File: config.mk
export PLATFORM = sky130hd
export DESIGN_NAME = scrl_ctrl
export DESIGN_NICKNAME = d
export VERILOG_FILES = /design/src/scrl_pkg.sv /design/src/scrl_ctrl.sv
export SDC_FILE = /design/constraint.sdc
export NUM_CORES = 1
export LEC_CHECK = 0
export ABC_AREA = 1
export BUFFER_PORTS_ARGS = -buffer_cell sky130_fd_sc_hd__buf_2
export CAP_MARGIN = 20
export CORE_MARGIN = 4
export CORE_UTILIZATION = 45
export DETAILED_ROUTE_END_ITERATION = 10
export PLACE_DENSITY_LB_ADDON = 0.15
export SYNTH_ARGS = -nofsm -noshare
export SYNTH_HDL_FRONTEND = slang
export SYNTH_SLANG_ARGS = --single-unit
File: constraint.sdc
create_clock -name pclk -period 1.5 [get_ports pclk]
set_input_delay 0.375 -clock pclk [delete_from_list [all_inputs] [get_ports pclk]]
set_output_delay 0.375 -clock pclk [all_outputs]
set_load 0.03 [all_outputs]
File: src/scrl_pkg.sv
// Operation
// - control register clears to zero on reset and hardware standby
// - control register holds its value through low-power states and module stop
// - all eight control bits readable and writable at any time
// - bit 7 gates transmit-empty request when holding-empty flag is set
// - transmit-empty request drops on flag clear or enable clear
// - bit 6 gates receive-full and receive-error requests
// - receive requests drop on flag clear or enable clear
// - transmit enable low disables transmit and forces holding-empty to 1
// - transmit starts when enabled and holding-empty cleared after data write; the code also holds tx_start off while the overrun flag is set
// - clearing receive enable leaves receive flags untouched
// - reception starts on start bit or on incoming serial clock
// - address-wait enable only acts in asynchronous multiprocessor format
// - address-wait drops frames with address bit 0 without flags
// - frame with address bit 1 sets status bit and clears address-wait
// - bit 2 gates transmit-end request when no data left at last bit
// - transmit-end request drops on flag clear or enable clear
// - clock select bits set clock pin role per mode
// - clock output select matters only async with internal clock
// - async internal clock output runs at bit rate
package scrl_pkg;
	localparam logic [11:0] SCRL_CTRL_OFS    = 12'h000;
	localparam logic [11:0] SCRL_STAT_OFS    = 12'h004;
	localparam logic [11:0] SCRL_CLR_OFS     = 12'h008;
	localparam logic [7:0]  SCRL_CTRL_RST    = 8'h00;
	localparam int          SCRL_B_TIE       = 7;
	localparam int          SCRL_B_RIE       = 6;
	localparam int          SCRL_B_TE        = 5;
	localparam int          SCRL_B_RE        = 4;
	localparam int          SCRL_B_AWE       = 3;
	localparam int          SCRL_B_TX_END_IRQ_ENABLE      = 2;
	localparam int          SCRL_B_CKX       = 1;
	localparam int          SCRL_B_CKO       = 0;
	// status / clear word layout
	localparam int          SCRL_S_THE       = 7;
	localparam int          SCRL_S_RHF       = 6;
	localparam int          SCRL_S_OVR       = 5;
	localparam int          SCRL_S_FER       = 4;
	localparam int          SCRL_S_PER       = 3;
	localparam int          SCRL_S_TFN       = 2;
	localparam int          SCRL_S_ADR       = 1;
	typedef enum logic [1:0] {
		SCRL_PIN_GPIO,
		SCRL_PIN_CLK_OUT,
		SCRL_PIN_CLK_IN
	} scrl_pin_e;
endpackage : scrl_pkg

File: src/scrl_ctrl.sv
// The APB register port and the address map were left to the implementer.
`timescale 1ns/1ps
`default_nettype none
module scrl_ctrl (
	input  wire logic        pclk,
	input  wire logic        presetn,
	input  wire logic        psel,
	input  wire logic        penable,
	input  wire logic        pwrite,
	input  wire logic [11:0] paddr,
	input  wire logic [31:0] pwdata,
	output logic      [31:0] prdata,
	output logic             pready,
	output logic             pslverr,
	input  wire logic        hw_standby,
	input  wire logic        sync_mode,
	input  wire logic        addr_frame_mode,
	input  wire logic        tx_load,
	input  wire logic        tx_last_bit,
	input  wire logic        rx_done,
	input  wire logic        rx_frame_err,
	input  wire logic        rx_parity_err,
	input  wire logic        rx_addr_bit,
	input  wire logic        sck_in,
	input  wire logic        bit_clk,
	output logic             tx_start,
	output logic             rx_active,
	output logic             rx_store,
	output logic             sck_out,
	output logic             sck_oe_n,
	output logic             ext_clk_sel,
	output logic             tx_empty_irq,
	output logic             rx_full_irq,
	output logic             rx_error_irq,
	output logic             tx_end_irq
);
	// ****************
	// register access
	// ****************
	logic [7:0] serial_ctrl_reg_q;
	logic       tx_holding_empty_q, rx_holding_full_q, overrun_flag_q;
	logic       framing_err_flag_q, parity_err_flag_q, tx_finished_flag_q, addr_flag_rx_q;
	logic [7:0] seen_q;
	logic       wr, rd, map_ok;
	logic [7:0] stat;
	assign pready  = 1'b1;
	assign map_ok  = (paddr == scrl_pkg::SCRL_CTRL_OFS) || (paddr == scrl_pkg::SCRL_STAT_OFS)
		|| (paddr == scrl_pkg::SCRL_CLR_OFS);
	assign pslverr = psel && penable && !map_ok;
	assign wr      = psel && penable && pwrite;
	assign rd      = psel && penable && !pwrite;
	assign stat    = {tx_holding_empty_q, rx_holding_full_q, overrun_flag_q, framing_err_flag_q,
		parity_err_flag_q, tx_finished_flag_q, addr_flag_rx_q, 1'b0};
	wire tx_enable       = serial_ctrl_reg_q[scrl_pkg::SCRL_B_TE];
	wire rx_enable       = serial_ctrl_reg_q[scrl_pkg::SCRL_B_RE];
	wire addr_wait_on    = serial_ctrl_reg_q[scrl_pkg::SCRL_B_AWE] && !sync_mode && addr_frame_mode;
	wire ctrl_wr         = wr && paddr == scrl_pkg::SCRL_CTRL_OFS;
	// write-0 clear to status word, only for bits read as 1 before
	wire [7:0] clr_req   = (wr && paddr == scrl_pkg::SCRL_STAT_OFS) ? (~pwdata[7:0] & seen_q) : 8'h00;
	wire rx_good         = rx_done && rx_active && !(addr_wait_on && !rx_addr_bit);
	wire addr_hit        = rx_done && rx_active && addr_wait_on && rx_addr_bit;
	always_ff @(posedge pclk or negedge presetn) begin
		if (!presetn) begin
			prdata <= 32'h0000_0000;
		end else if (psel && !penable && !pwrite) begin
			unique case (paddr)
				scrl_pkg::SCRL_CTRL_OFS: prdata <= {24'h00_0000, serial_ctrl_reg_q};
				scrl_pkg::SCRL_STAT_OFS: prdata <= {24'h00_0000, stat};
				default:                 prdata <= 32'h0000_0000;
			endcase
		end
	end
	always_ff @(posedge pclk or negedge presetn) begin
		if (!presetn) begin
			seen_q <= 8'h00;
		end else if (rd && paddr == scrl_pkg::SCRL_STAT_OFS) begin
			seen_q <= stat;
		end else begin
			seen_q <= seen_q & ~clr_req;
		end
	end
	// ****************
	// control register
	// ****************
	always_ff @(posedge pclk or negedge presetn) begin
		if (!presetn) begin
			serial_ctrl_reg_q <= scrl_pkg::SCRL_CTRL_RST;
		end else if (hw_standby) begin
			serial_ctrl_reg_q <= scrl_pkg::SCRL_CTRL_RST;
		end else if (ctrl_wr) begin
			serial_ctrl_reg_q <= pwdata[7:0];
		end else if (addr_hit) begin
			serial_ctrl_reg_q[scrl_pkg::SCRL_B_AWE] <= 1'b0;
		end
		// other low-power states leave the register alone
	end
	// ****************
	// status flags
	// ****************
	always_ff @(posedge pclk or negedge presetn) begin
		if (!presetn) begin
			tx_holding_empty_q <= 1'b1;
			tx_finished_flag_q <= 1'b1;
		end else if (!tx_enable) begin
			tx_holding_empty_q <= 1'b1;
			tx_finished_flag_q <= 1'b1;
		end else begin
			if (tx_load)
				tx_holding_empty_q <= 1'b1;
			else if (clr_req[scrl_pkg::SCRL_S_THE])
				tx_holding_empty_q <= 1'b0;
			if (tx_last_bit && tx_holding_empty_q)
				tx_finished_flag_q <= 1'b1;
			else if (clr_req[scrl_pkg::SCRL_S_THE] || tx_start)
				tx_finished_flag_q <= 1'b0;
		end
	end
	always_ff @(posedge pclk or negedge presetn) begin
		if (!presetn) begin
			rx_holding_full_q  <= 1'b0;
			overrun_flag_q     <= 1'b0;
			framing_err_flag_q <= 1'b0;
			parity_err_flag_q  <= 1'b0;
			addr_flag_rx_q     <= 1'b0;
		end else begin
			// rx_enable clear has no effect here
			if (rx_good && !rx_holding_full_q && !rx_frame_err && !rx_parity_err)
				rx_holding_full_q <= 1'b1;
			else if (clr_req[scrl_pkg::SCRL_S_RHF])
				rx_holding_full_q <= 1'b0;
			if (rx_good && rx_holding_full_q)
				overrun_flag_q <= 1'b1;
			else if (clr_req[scrl_pkg::SCRL_S_OVR])
				overrun_flag_q <= 1'b0;
			if (rx_good && rx_frame_err)
				framing_err_flag_q <= 1'b1;
			else if (clr_req[scrl_pkg::SCRL_S_FER])
				framing_err_flag_q <= 1'b0;
			if (rx_good && rx_parity_err)
				parity_err_flag_q <= 1'b1;
			else if (clr_req[scrl_pkg::SCRL_S_PER])
				parity_err_flag_q <= 1'b0;
			if (addr_hit)
				addr_flag_rx_q <= 1'b1;
			else if (rx_good)
				addr_flag_rx_q <= rx_addr_bit;
		end
	end
	assign rx_store = rx_good && !rx_holding_full_q && !rx_frame_err && !rx_parity_err;
	// ****************
	// transfer gating
	// ****************
	logic [2:0] sck_sync_q;
	logic       sck_seen_q;
	always_ff @(posedge pclk or negedge presetn) begin
		if (!presetn) begin
			sck_sync_q <= 3'b111;
			sck_seen_q <= 1'b0;
		end else begin
			sck_sync_q <= {sck_sync_q[1:0], sck_in};
			if (!rx_enable)
				sck_seen_q <= 1'b0;
			else if (sync_mode && sck_sync_q[2] != sck_sync_q[1] && !sck_sync_q[1])
				sck_seen_q <= 1'b1;
		end
	end
	// async: receiver shifter hunts for start bit itself while enabled
	assign rx_active = rx_enable && (!sync_mode || sck_seen_q || !ext_clk_sel);
	assign tx_start  = tx_enable && !tx_holding_empty_q && !overrun_flag_q;
	// ****************
	// clock pin role
	// ****************
	scrl_pkg::scrl_pin_e pin_role;
	always_comb begin
		if (serial_ctrl_reg_q[scrl_pkg::SCRL_B_CKX])
			pin_role = scrl_pkg::SCRL_PIN_CLK_IN;
		else if (sync_mode || serial_ctrl_reg_q[scrl_pkg::SCRL_B_CKO])
			pin_role = scrl_pkg::SCRL_PIN_CLK_OUT;
		else
			pin_role = scrl_pkg::SCRL_PIN_GPIO;
	end
	logic sck_out_q;
	always_ff @(posedge pclk or negedge presetn) begin
		if (!presetn) begin
			sck_out_q <= 1'b1;
		end else begin
			sck_out_q <= bit_clk;
		end
	end
	assign ext_clk_sel = serial_ctrl_reg_q[scrl_pkg::SCRL_B_CKX];
	assign sck_out     = sck_out_q;
	assign sck_oe_n    = (pin_role != scrl_pkg::SCRL_PIN_CLK_OUT);
	// ****************
	// requests
	// ****************
	wire rx_req_ok = !addr_wait_on;
	assign tx_empty_irq = serial_ctrl_reg_q[scrl_pkg::SCRL_B_TIE] && tx_holding_empty_q;
	assign rx_full_irq  = serial_ctrl_reg_q[scrl_pkg::SCRL_B_RIE] && rx_holding_full_q && rx_req_ok;
	assign rx_error_irq = serial_ctrl_reg_q[scrl_pkg::SCRL_B_RIE] && rx_req_ok
		&& (overrun_flag_q || framing_err_flag_q || parity_err_flag_q);
	assign tx_end_irq   = serial_ctrl_reg_q[scrl_pkg::SCRL_B_TX_END_IRQ_ENABLE] && tx_finished_flag_q;
endmodule : scrl_ctrl
`default_nettype wire

# ---- Word-level counts from Yosys, hierarchy flattened
# Cells that the tools add are included.
dict set report totals {
  reg_bits 60
  elab_cells 117
  inputBits 60
}
dict set report op_classes {
  n_mux 28
  n_reduce_logical 64
  bitwise 4
  eq_ne 7
}
# cell n
set ops {}
lappend ops {{$logic_and 1x1->1} 34}
lappend ops {{$mux 8} 3}
lappend ops {{$mux 1} 21}
lappend ops {{$and 8x8->8} 2}
lappend ops {{$not 8->8} 2}
lappend ops {{$pmux 8 s2} 1}
lappend ops {{$logic_not 1->1} 14}
lappend ops {{$eq 12x3->1 const B} 1}
lappend ops {{$eq 12x4->1 const B} 1}
lappend ops {{$logic_not 12->1} 1}
lappend ops {{$reduce_bool 2->1} 6}
lappend ops {{$logic_or 1x1->1} 8}
lappend ops {{$mux 4} 1}
lappend ops {{$ne 2x1->1 const B} 2}
lappend ops {{$mux 3} 1}
lappend ops {{$ne 3x1->1 const B} 1}
lappend ops {{$ne 3x2->1 const B} 1}
lappend ops {{$reduce_bool 3->1} 1}
lappend ops {{$mux 2} 1}
lappend ops {{$ne 1x1->1} 1}

# ---- Longest topological paths before layout
# Gate-level depths: netlist of run 1.
dict set report depth {
  depth_word 10
  mapped_depth 8
  depth_no_buf 7
}

# ---- Least setup slack after synthesis of run 1
# No wires, ideal clock.
dict set report synth_path {
  path_type {reg-to-output}
  start {register serial_ctrl_reg_q[1]}
  end {output port rx_store}
  path_buffers 0
  stages_incl_launch_ff 6
  t_arrival_ns 1.270
  path_slack_ns -0.145
  cell_sequence {dfrtp_1 nand3_1 nand3_1 a21oi_1 nand2_1 inv_1}
}
dict set report synth_via {
  elab_chain_len 8
}
# item line
set synth_rtl {}
lappend synth_rtl {{from (decl)} scrl_ctrl.sv:40} ;# logic [7:0] serial_ctrl_reg_q;
lappend synth_rtl {{from (signal assigned)} scrl_ctrl.sv:87} ;# serial_ctrl_reg_q <= scrl_pkg::SCRL_CTRL_RST;
lappend synth_rtl {{from (signal assigned)} scrl_ctrl.sv:89} ;# serial_ctrl_reg_q <= scrl_pkg::SCRL_CTRL_RST;
lappend synth_rtl {{from (signal assigned)} scrl_ctrl.sv:91} ;# serial_ctrl_reg_q <= pwdata[7:0];
lappend synth_rtl {{$logic_not 1->1} scrl_ctrl.sv:168} ;# assign rx_active = rx_enable && (!sync_mode || sck_seen_q || !ext_clk_sel);
lappend synth_rtl {{$logic_or 1x1->1} scrl_ctrl.sv:168}
lappend synth_rtl {{$logic_and 1x1->1} scrl_ctrl.sv:168}
lappend synth_rtl {{$logic_and 1x1->1 (2 in series)} scrl_ctrl.sv:60} ;# wire rx_good = rx_done && rx_active && !(addr_wait_on && !rx_addr_bit);
lappend synth_rtl {{$logic_and 1x1->1 (3 in series)} scrl_ctrl.sv:149} ;# assign rx_store = rx_good && !rx_holding_full_q && !rx_frame_err && !rx_parity_err;
lappend synth_rtl {{to (decl)} scrl_ctrl.sv:28} ;# output logic rx_store,
# No other way between the ends.

# ---- Final worst setup path of run 1
dict set report layout_path {
  start {register serial_ctrl_reg_q[3]}
  end {output port rx_error_irq}
}
dict set report layout_via {
  elab_chain_len 5
}
# item line
set layout_rtl {}
lappend layout_rtl {{$logic_and 1x1->1 (2 in series)} scrl_ctrl.sv:56} ;# wire addr_wait_on = serial_ctrl_reg_q[scrl_pkg::SCRL_B_AWE] && !sync_mode && addr_frame_mode;
lappend layout_rtl {{$logic_not 1->1} scrl_ctrl.sv:196} ;# wire rx_req_ok = !addr_wait_on;
lappend layout_rtl {{$logic_and 1x1->1} scrl_ctrl.sv:199} ;# assign rx_error_irq = serial_ctrl_reg_q[scrl_pkg::SCRL_B_RIE] && rx_req_ok
lappend layout_rtl {{$logic_and 1x1->1} scrl_ctrl.sv:200} ;# && (overrun_flag_q || framing_err_flag_q || parity_err_flag_q);
lappend layout_rtl {{to (decl)} scrl_ctrl.sv:34} ;# output logic rx_error_irq,
# No other way between the ends.

==> results.md, run 1 <==
* Critical Path RT at around 1100 ps
* Critical-path maximum fanout at 3
* DR iter-0 viols at 90
* Placed inst area at 2311 um2
* Synth Area in Adders at 0%
* Global route overflow at 0
* Worst setup margin at -144.2 ps
* Max cap viols at 0
* Fin cells at between 300 and 400
* Vias in the first global route at around 1700
* Hpwl dp at ~3400 um
* Final period utilization at 109.6%
* Synthesis-to-finish area growth at 42.81%
* Status: complete, but fails checks
* Post-synthesis simple-gate area fraction at 37.82%
* Worst r2r dst: serial_ctrl_reg_q[3]
* Die Y at ~73 um
* Hold crit path type: input pin to async pin
* Mux share of post-synthesis cell area at 0%
* Io pins at ~100
* Count of buffer and inverter cells on the critical path at 2
* H-tree levels at 2
* Critical path class: register to output port
* YS warnings at 0
* CTS Root Cell: clkbuf_8
* Top cell by count, worst path: buf_6
* Launch point of the worst reg-to-reg path: serial_ctrl_reg_q[3]
* Gr usage total at 18.62%
* Max Root-Sink Buffers at 2
* Yosys reg bits at 33
* Commonest cells after routing, fill and taps aside: 70 x nand2_1, 39 x buf_2, 33 x buf_4
* Top cell family by delay on the critical path: flip-flops
* Clk slew on worst S/H paths at 60 ps
* Type of origin of the critical path: register
* Final nets at between 300 and 400
* Final Slew Violations at 0
* CP Launch Point: serial_ctrl_reg_q[3]
* R2r setup slk at around 280 ps
* Failing checks: setup timing
* Starting Density at ~47%
* Vias per cell at roughly 4.7
* Final core utilization at approximately 67%
* CP Capture Type: output port
* ANT cells at 0
* DR vias at ~1800
* CP peak stage delay at ~400 ps
* Largest net degree at the start of global routing at 34
* Count of unique library cells instantiated by Yosys at 25
* RSZ-0062 raised after global routing: yes
* Final Hold Fails at 0
* Leakage at approximately 1.5 nW
* TritonCTS Buffers at 5
* PD cells at roughly 680 nW/um2
* Worst-path cell chain: nand2_2 -> nor2_4 -> buf_6 -> nor3b_4 -> buf_6
* Mean area per synthesized cell at 7.874 um2
* Period minus WS final at between 1500 and 2000 ps
* Drc violations at 0
* Slowest CP cell: dfrtp_1
* Clock Skews at about 7.4 ps
* Row cnt at 23
* Arr. time, crit path at 1270 ps
* Post-synthesis compound-gate area fraction at under 10%
* Mapped Cells at roughly 240
* Clk sinks at 33
* First-pass GRT wire length at 7714 um
* Commonest non-fill, non-tap cell in the layout: nand2_1
* DP Worst Slack at -122.8 ps
* RD Place Congestion at between 0.8 and 0.9
* Cell Count Post-Placement at about 360
* Initial DRT Pass Iterations at 4
* I/O Buffers at 54
* VDD IR-drop max at around 0.46 mV
* WHS at 41.74 ps
* Setup tns final at -456.6 ps
* Die width at between 70 and 80 um
* CTS tree: built
* Layout cells sized above 1 at a little over two fifths
* Mapped Area at 1906 um2
* Clk_lat worst skew at between 200 and 300 ps
* Fillcell total at around 340
* DR WL/cell at 12.69 um
* Core area at 4058 um2
* Post-route cell area at ~2700 um2
* Die Area at 5340 um2
* Routed Antenna Nets at 0
* Fmax at around 0.61 GHz
* FF-to-FF path depth at 9
* Largest family of logic cells by synthesized area: simple AND/OR/NAND/NOR gates
* Routed WL at 4847 um
* Initial antenna violation count at 0
* Xor/xnor share of the synthesized area at 0%
* # setup viols final at 6
* Post-synthesis sequential area ratio at roughly 44%
* Power Total at between 1.5 and 2 mW
-- worst max path at each step --
stage / to / cells after the start
CTS: rx_store / 6
finish: rx_error_irq / 5
global route: rx_error_irq / 5
floorplan: rx_store / 5
global placement: rx_store / 7
detailed placement: rx_store / 7
-- report_power, final --
part | internal (mW) | switching (mW)
Clock | 0.374 | 0.302
Combinational | 0.0865 | 0.190
Sequential | 0.900 | 0.00169
Total | 1.36 | 0.494
-- cells by family after synthesis --
family | after synthesis
compound gates | 9
buf+inv | 50
flops | 33
other cells | 2
simple gates | 148
-- timing repair --
action	4_1_cts	5_1_grt
setup endpoints to repair	8	16
setup buffers	10	4
pin swaps	14	15
gates resized for setup	32	26
hold buffers	0	0
-- sequential cells by signal (all words and copies together) (netlist names) --
signal	cells
addr_flag_rx_q	1
framing_err_flag_q	1
overrun_flag_q	1
parity_err_flag_q	1
prdata	8
rx_holding_full_q	1
sck_out	1
sck_seen_q	1
sck_sync_q	3
seen_q	5
serial_ctrl_reg_q	8
tx_finished_flag_q	1
tx_holding_empty_q	1
-- cell usage after synthesis (all sizes together) --
library cell / n / area, um2
nand2: 75 / 289.0
nand3: 34 / 187.7
buf: 28 / 210.2
dfrtp: 27 / 675.7
nor2: 23 / 141.4
inv: 22 / 82.58
nand4: 10 / 62.56
dfstp: 6 / 157.7
nor3: 4 / 25.02
a21oi: 3 / 15.01
o21ai: 3 / 15.01
conb: 2 / 7.510
a21boi: 1 / 7.510
a31oi: 1 / 6.260
nand3b: 1 / 7.510
nor3b: 1 / 7.510
o21bai: 1 / 7.510
-- final cells by class --
type                    count  area (um2)  area share, %
well taps                  50       62.56          2.299
clock buffers               8       90.09          3.310
repair buffers             87       620.6          22.80
inverters                  22       86.33          3.172
multi-input cells         182        1026          37.70
flip-flops and latches     33       835.8          30.71
-- routing by layer --
metal	part of all wire [%]	wire length (um)	GRT usage, %
met4	0.85	41	7.582
met2	50	2400	29.49
met1	42	2045	24.28
met3	7.4	359	4.545
met5	0	0	0
Note: power is estimated with default switching activity, not from simulation.
==> run 2, diff against run 1 <==
--- a/config.mk
+++ b/config.mk
@@ -5,11 +5,11 @@
 export SDC_FILE = /design/constraint.sdc
 export NUM_CORES = 1
 export LEC_CHECK = 0
-export ABC_AREA = 1
+export ABC_AREA = 0
 export BUFFER_PORTS_ARGS = -buffer_cell sky130_fd_sc_hd__buf_2
 export CAP_MARGIN = 20
 export CORE_MARGIN = 4
-export CORE_UTILIZATION = 45
+export CORE_UTILIZATION = 44
 export DETAILED_ROUTE_END_ITERATION = 10
 export PLACE_DENSITY_LB_ADDON = 0.15
 export SYNTH_ARGS = -nofsm -noshare
==> constraint.sdc (replaced) <==
create_clock -name pclk -period 1.6 [get_ports pclk]
set_input_delay 0.4 -clock pclk [delete_from_list [all_inputs] [get_ports pclk]]
set_output_delay 0.4 -clock pclk [all_outputs]
set_load 0.03 [all_outputs]
==> results.md, run 2 <==
* Die width at 73.46 um (was 73.08 um)
* Clock Skews at 5.867 ps (was 7.353 ps)
* Type of origin of the critical path: register (unchanged)
* Mapped Cells at 181 (was 242)
* Top sig layer: met4 (unchanged)
* Met1 wire length at 1911 um (was 2045 um)
* DR WL met3 at 415 um (was 359 um)
* Global route overflow at 0 (unchanged)
* Critical Path RT at 1200 ps (was 1120 ps)
* First-pass GRT wire length at 7134 um (was 7714 um)
* Cell accounting for the most synthesized area: dfrtp_1 (unchanged)
* Top-count cell post-synth: dfrtp_1 (was nand2_1)
* Max Root-Sink Buffers at 2 (unchanged)
* TritonCTS Buffers at 5 (unchanged)
* Leakage at 1.374 nW (was 1.455 nW)
* Routed WL at 4620 um (was 4847 um)
* Vias per cell at 4.981 (was 4.668)
* Hpwl dp at 3304 um (was 3438 um)
* Met2 Routed Length at 2228 um (was 2400 um)
* Final period utilization at 116.1%
* Top cells by area, synth: dfrtp_1 36%, buf_4 10%, dfstp_2 8.4%, nand2b_1 5.0%, mux2i_1 4.2% (was dfrtp_1 35%, nand2_1 15%, buf_4 11%, nand3_1 8.4%, dfstp_2 8.3%)
* Die Area at 5396 um2 (was 5340 um2)
* Arr. time, crit path at 1460 ps (was 1270 ps)
* Ys flop type: dfrtp_1 (unchanged)
* R2r setup slk at 240 ps (was 280 ps)
* Hold crit path type: input pin to async pin (unchanged)
* Worst setup margin at -257.6 ps (was -144.2 ps)
* Post-CTS Hold Fix Bufs at 0 (unchanged)
* Fin cells at 314 (was 382)
* Synth async-reset ratio at 100.0% (unchanged)
* Mapped Area at 1886 um2 (was 1906 um2)
* Layout cells sized above 1 at 43.94% (was 42.77%)
* Register area at 834.6 um2 (was 835.8 um2)
* Starting Density at 46.14% (was 46.96%)
* DP Worst Slack at -356.4 ps (was -122.8 ps)
* Fillcell total at 346 (was 336)
* VDD IR-drop max at 0.5822 mV (was 0.4589 mV)
* Sw Ratio at 26.99% (was 26.63%)
* YS warnings at 0 (unchanged)
* Seq pwr share at 50.5% (was 48.6%)
* Launch point of the worst reg-to-reg path: sck_seen_q (was serial_ctrl_reg_q[3])
* Vias in the first global route at 1513 (was 1724)
* Final core utilization at 63.29% (was 67.07%)
* H-tree levels at 2 (unchanged)
* NetSw at 0.4516 mW (was 0.4939 mW)
* Largest family of logic cells by synthesized area: simple AND/OR/NAND/NOR gates (unchanged)
* PD cells at 647.0 nW/um2 (was 681.4 nW/um2)
* Die Y at 73.46 um (was 73.08 um)
* Count of unique library cells instantiated by Yosys at 41 (was 25)
* Number of synthesized flops with an enable pin at 0 (unchanged)
* DR WL/cell at 14.71 um (was 12.69 um)
* Final nets at 323 (was 391)
* Logic pwr share at 13.7% (was 14.9%)
* Area taken by multi-input logic gates at 997.2 um2 (was 1026 um2)
* Initial DRT Pass Iterations at 4 (unchanged)
* FF-to-FF path depth at 6 (was 9)
* Post-synthesis compound-gate area fraction at 11.75% (was 2.692%)
* RSZ-0062 raised after global routing: yes (unchanged)
* Top post-synthesis cells by count: 27 x dfrtp_1, 26 x buf_4, 15 x nand2b_1, 12 x nor2b_1 (was 74 x nand2_1, 32 x nand3_1, 28 x buf_4, 27 x dfrtp_1, 19 x inv_1)
* Internal at 1.222 mW (was 1.360 mW)
* Synthesis-to-finish area growth at 37.16% (was 42.81%)
* Cell Count Post-Placement at 297 (was 361)
* Clk slew on worst S/H paths at 60 ps (about the same)
* CP Capture Type: output port (unchanged)
* Yosys reg bits at 33 (unchanged)
* Initial antenna violation count at 0 (unchanged)
* Clk sinks at 33 (unchanged)
* Max cap viols at 0 (unchanged)
* Period minus WS final at 1858 ps
* Mux share of post-synthesis cell area at 7.233% (was 0%)
* Commonest non-fill, non-tap cell in the layout: buf_2 (was nand2_1)
* ANT cells at 0 (unchanged)
* Top cell type's share of synthesized area at 35.83% (was 35.46%)
* Commonest cells after routing, fill and taps aside: 44 x buf_2, 26 x dfrtp_1, 25 x conb_1, 25 x buf_4, 15 x nand2b_1 (was 70 x nand2_1, 39 x buf_2, 33 x buf_4)
* Critical-path maximum fanout at 2 (was 3)
* Post-synthesis simple-gate area fraction at 23.16% (was 37.82%)
* Drc violations at 0 (unchanged)
* # setup viols final at 10 (was 6)
* RD Place Congestion at 0.7603 (was 0.8198)
* Power Total at 1.673 mW (was 1.854 mW)
* Largest net degree at the start of global routing at 20 (was 34)
* CTS Root Cell: clkbuf_8 (unchanged)
* Fmax at 0.5383 GHz
* Status: complete, but fails checks (unchanged)
* Final Slew Violations at 0 (unchanged)
* Gr usage total at 17.65% (was 18.62%)
* DR vias at 1564 (was 1783)
* Critical path class: register to output port (unchanged)
* Setup tns final at -524.7 ps (was -456.6 ps)
* DR iter-0 viols at 36 (was 90)
* CTS tree: built (unchanged)
* Failing checks: setup timing (unchanged)
* Row cnt at 23 (unchanged)
* Biggest regs: prdata (8), serial_ctrl_reg_q (8), seen_q (5) (unchanged)
* Routed Antenna Nets at 0 (unchanged)
* Clk_lat worst skew at 290 ps (was 280 ps)
* Core area at 4086 um2 (was 4058 um2)
* Io pins at 104 (unchanged)
* Final Hold Fails at 0 (unchanged)
* Part of the power in the clock network at 35.8% (was 36.4%)
* Worst r2r dst: serial_ctrl_reg_q[3] (unchanged)
* Synth Area in Adders at 0% (unchanged)
* Mean area per synthesized cell at 10.42 um2 (was 7.874 um2)
* Xor/xnor share of the synthesized area at 0% (unchanged)
* Post-synthesis sequential area ratio at 44.19% (was 43.73%)
* I/O Buffers at 54 (unchanged)
[run 2: power by group through the flow]
stage	logic (mW)	clock network (mW)	registers [mW]
after global routing	0.246	0.662	0.845
after CTS	0.226	0.621	0.845
final	0.229	0.599	0.845
after detailed placement	0.216	0	0.860
after global placement	0.215	0	0.860
after floorplan	0.160	0	0.863
[run 2: per-stage QoR]
| step | area, um2 | hold WS [ps] |
|---|---|---|
| after global placement | 2278 | 332.5 |
| after CTS | 2499 | 20.61 |
| after global routing | 2586 | 34.35 |
| after detailed placement | 2278 | 334.6 |
| after floorplan | 2002 | 104.4 |
| final | 2586 | 19.51 |
[run 2: how the worst max path moves through the flow]
stage | from | endpoint | slack (ps) | depth (start not counted)
floorplan | paddr[6] | rx_holding_full_q | -180 | 5
global placement | paddr[6] | seen_q[3] | -340 | 6
detailed placement | paddr[6] | seen_q[3] | -360 | 6
CTS | serial_ctrl_reg_q[3] | rx_store | -270 | 4
global route | serial_ctrl_reg_q[1] | rx_store | -330 | 4
finish | serial_ctrl_reg_q[1] | rx_store | -260 | 4
[run 2: kinds of logic (layout without fill, tap and decap cells)]
| logic type | after synthesis | in the layout |
|---|---|---|
| AOI/OAI and AO/OA | 27 | 27 |
| buffers and inverters | 40 | 100 |
| DFF | 33 | 33 |
| muxes | 13 | 13 |
| other | 2 | 25 |
| and+or+nand+nor | 66 | 66 |
[run 2: final cells by class]
type                       instances  area share (%)
clock buffer                       8           3.096
inverter                           8           1.161
multi-input combinational        131           38.56
sequential                        33           32.27
tap                               50           2.419
timing repair buffer              84           22.50
[run 2: worst max-delay path, cell delays in order, from the launching register on]
cell	delay [ps]
dfrtp_1	380
nand3b_1	110
o2111a_1	250
nor4b_4	230
buf_4	200
[run 2: routing by layer]
metal | up-vias | global-route usage (%)
met5 | - | 0
met4 | 0 | 6.640
met3 | 7 | 5.746
met2 | 58 | 29.23
met1 | 754 | 21.27
li1 | 745 | -
[run 2: timing repair]
item / 4_1_cts / 5_1_grt
endpoints found under the setup margin: 11 / 23
cloned: 1 / 0
gates resized for setup: 24 / 16
buffers inserted: 6 / 3
hold endpoints to repair: 0 / 0
pin swaps: 12 / 7
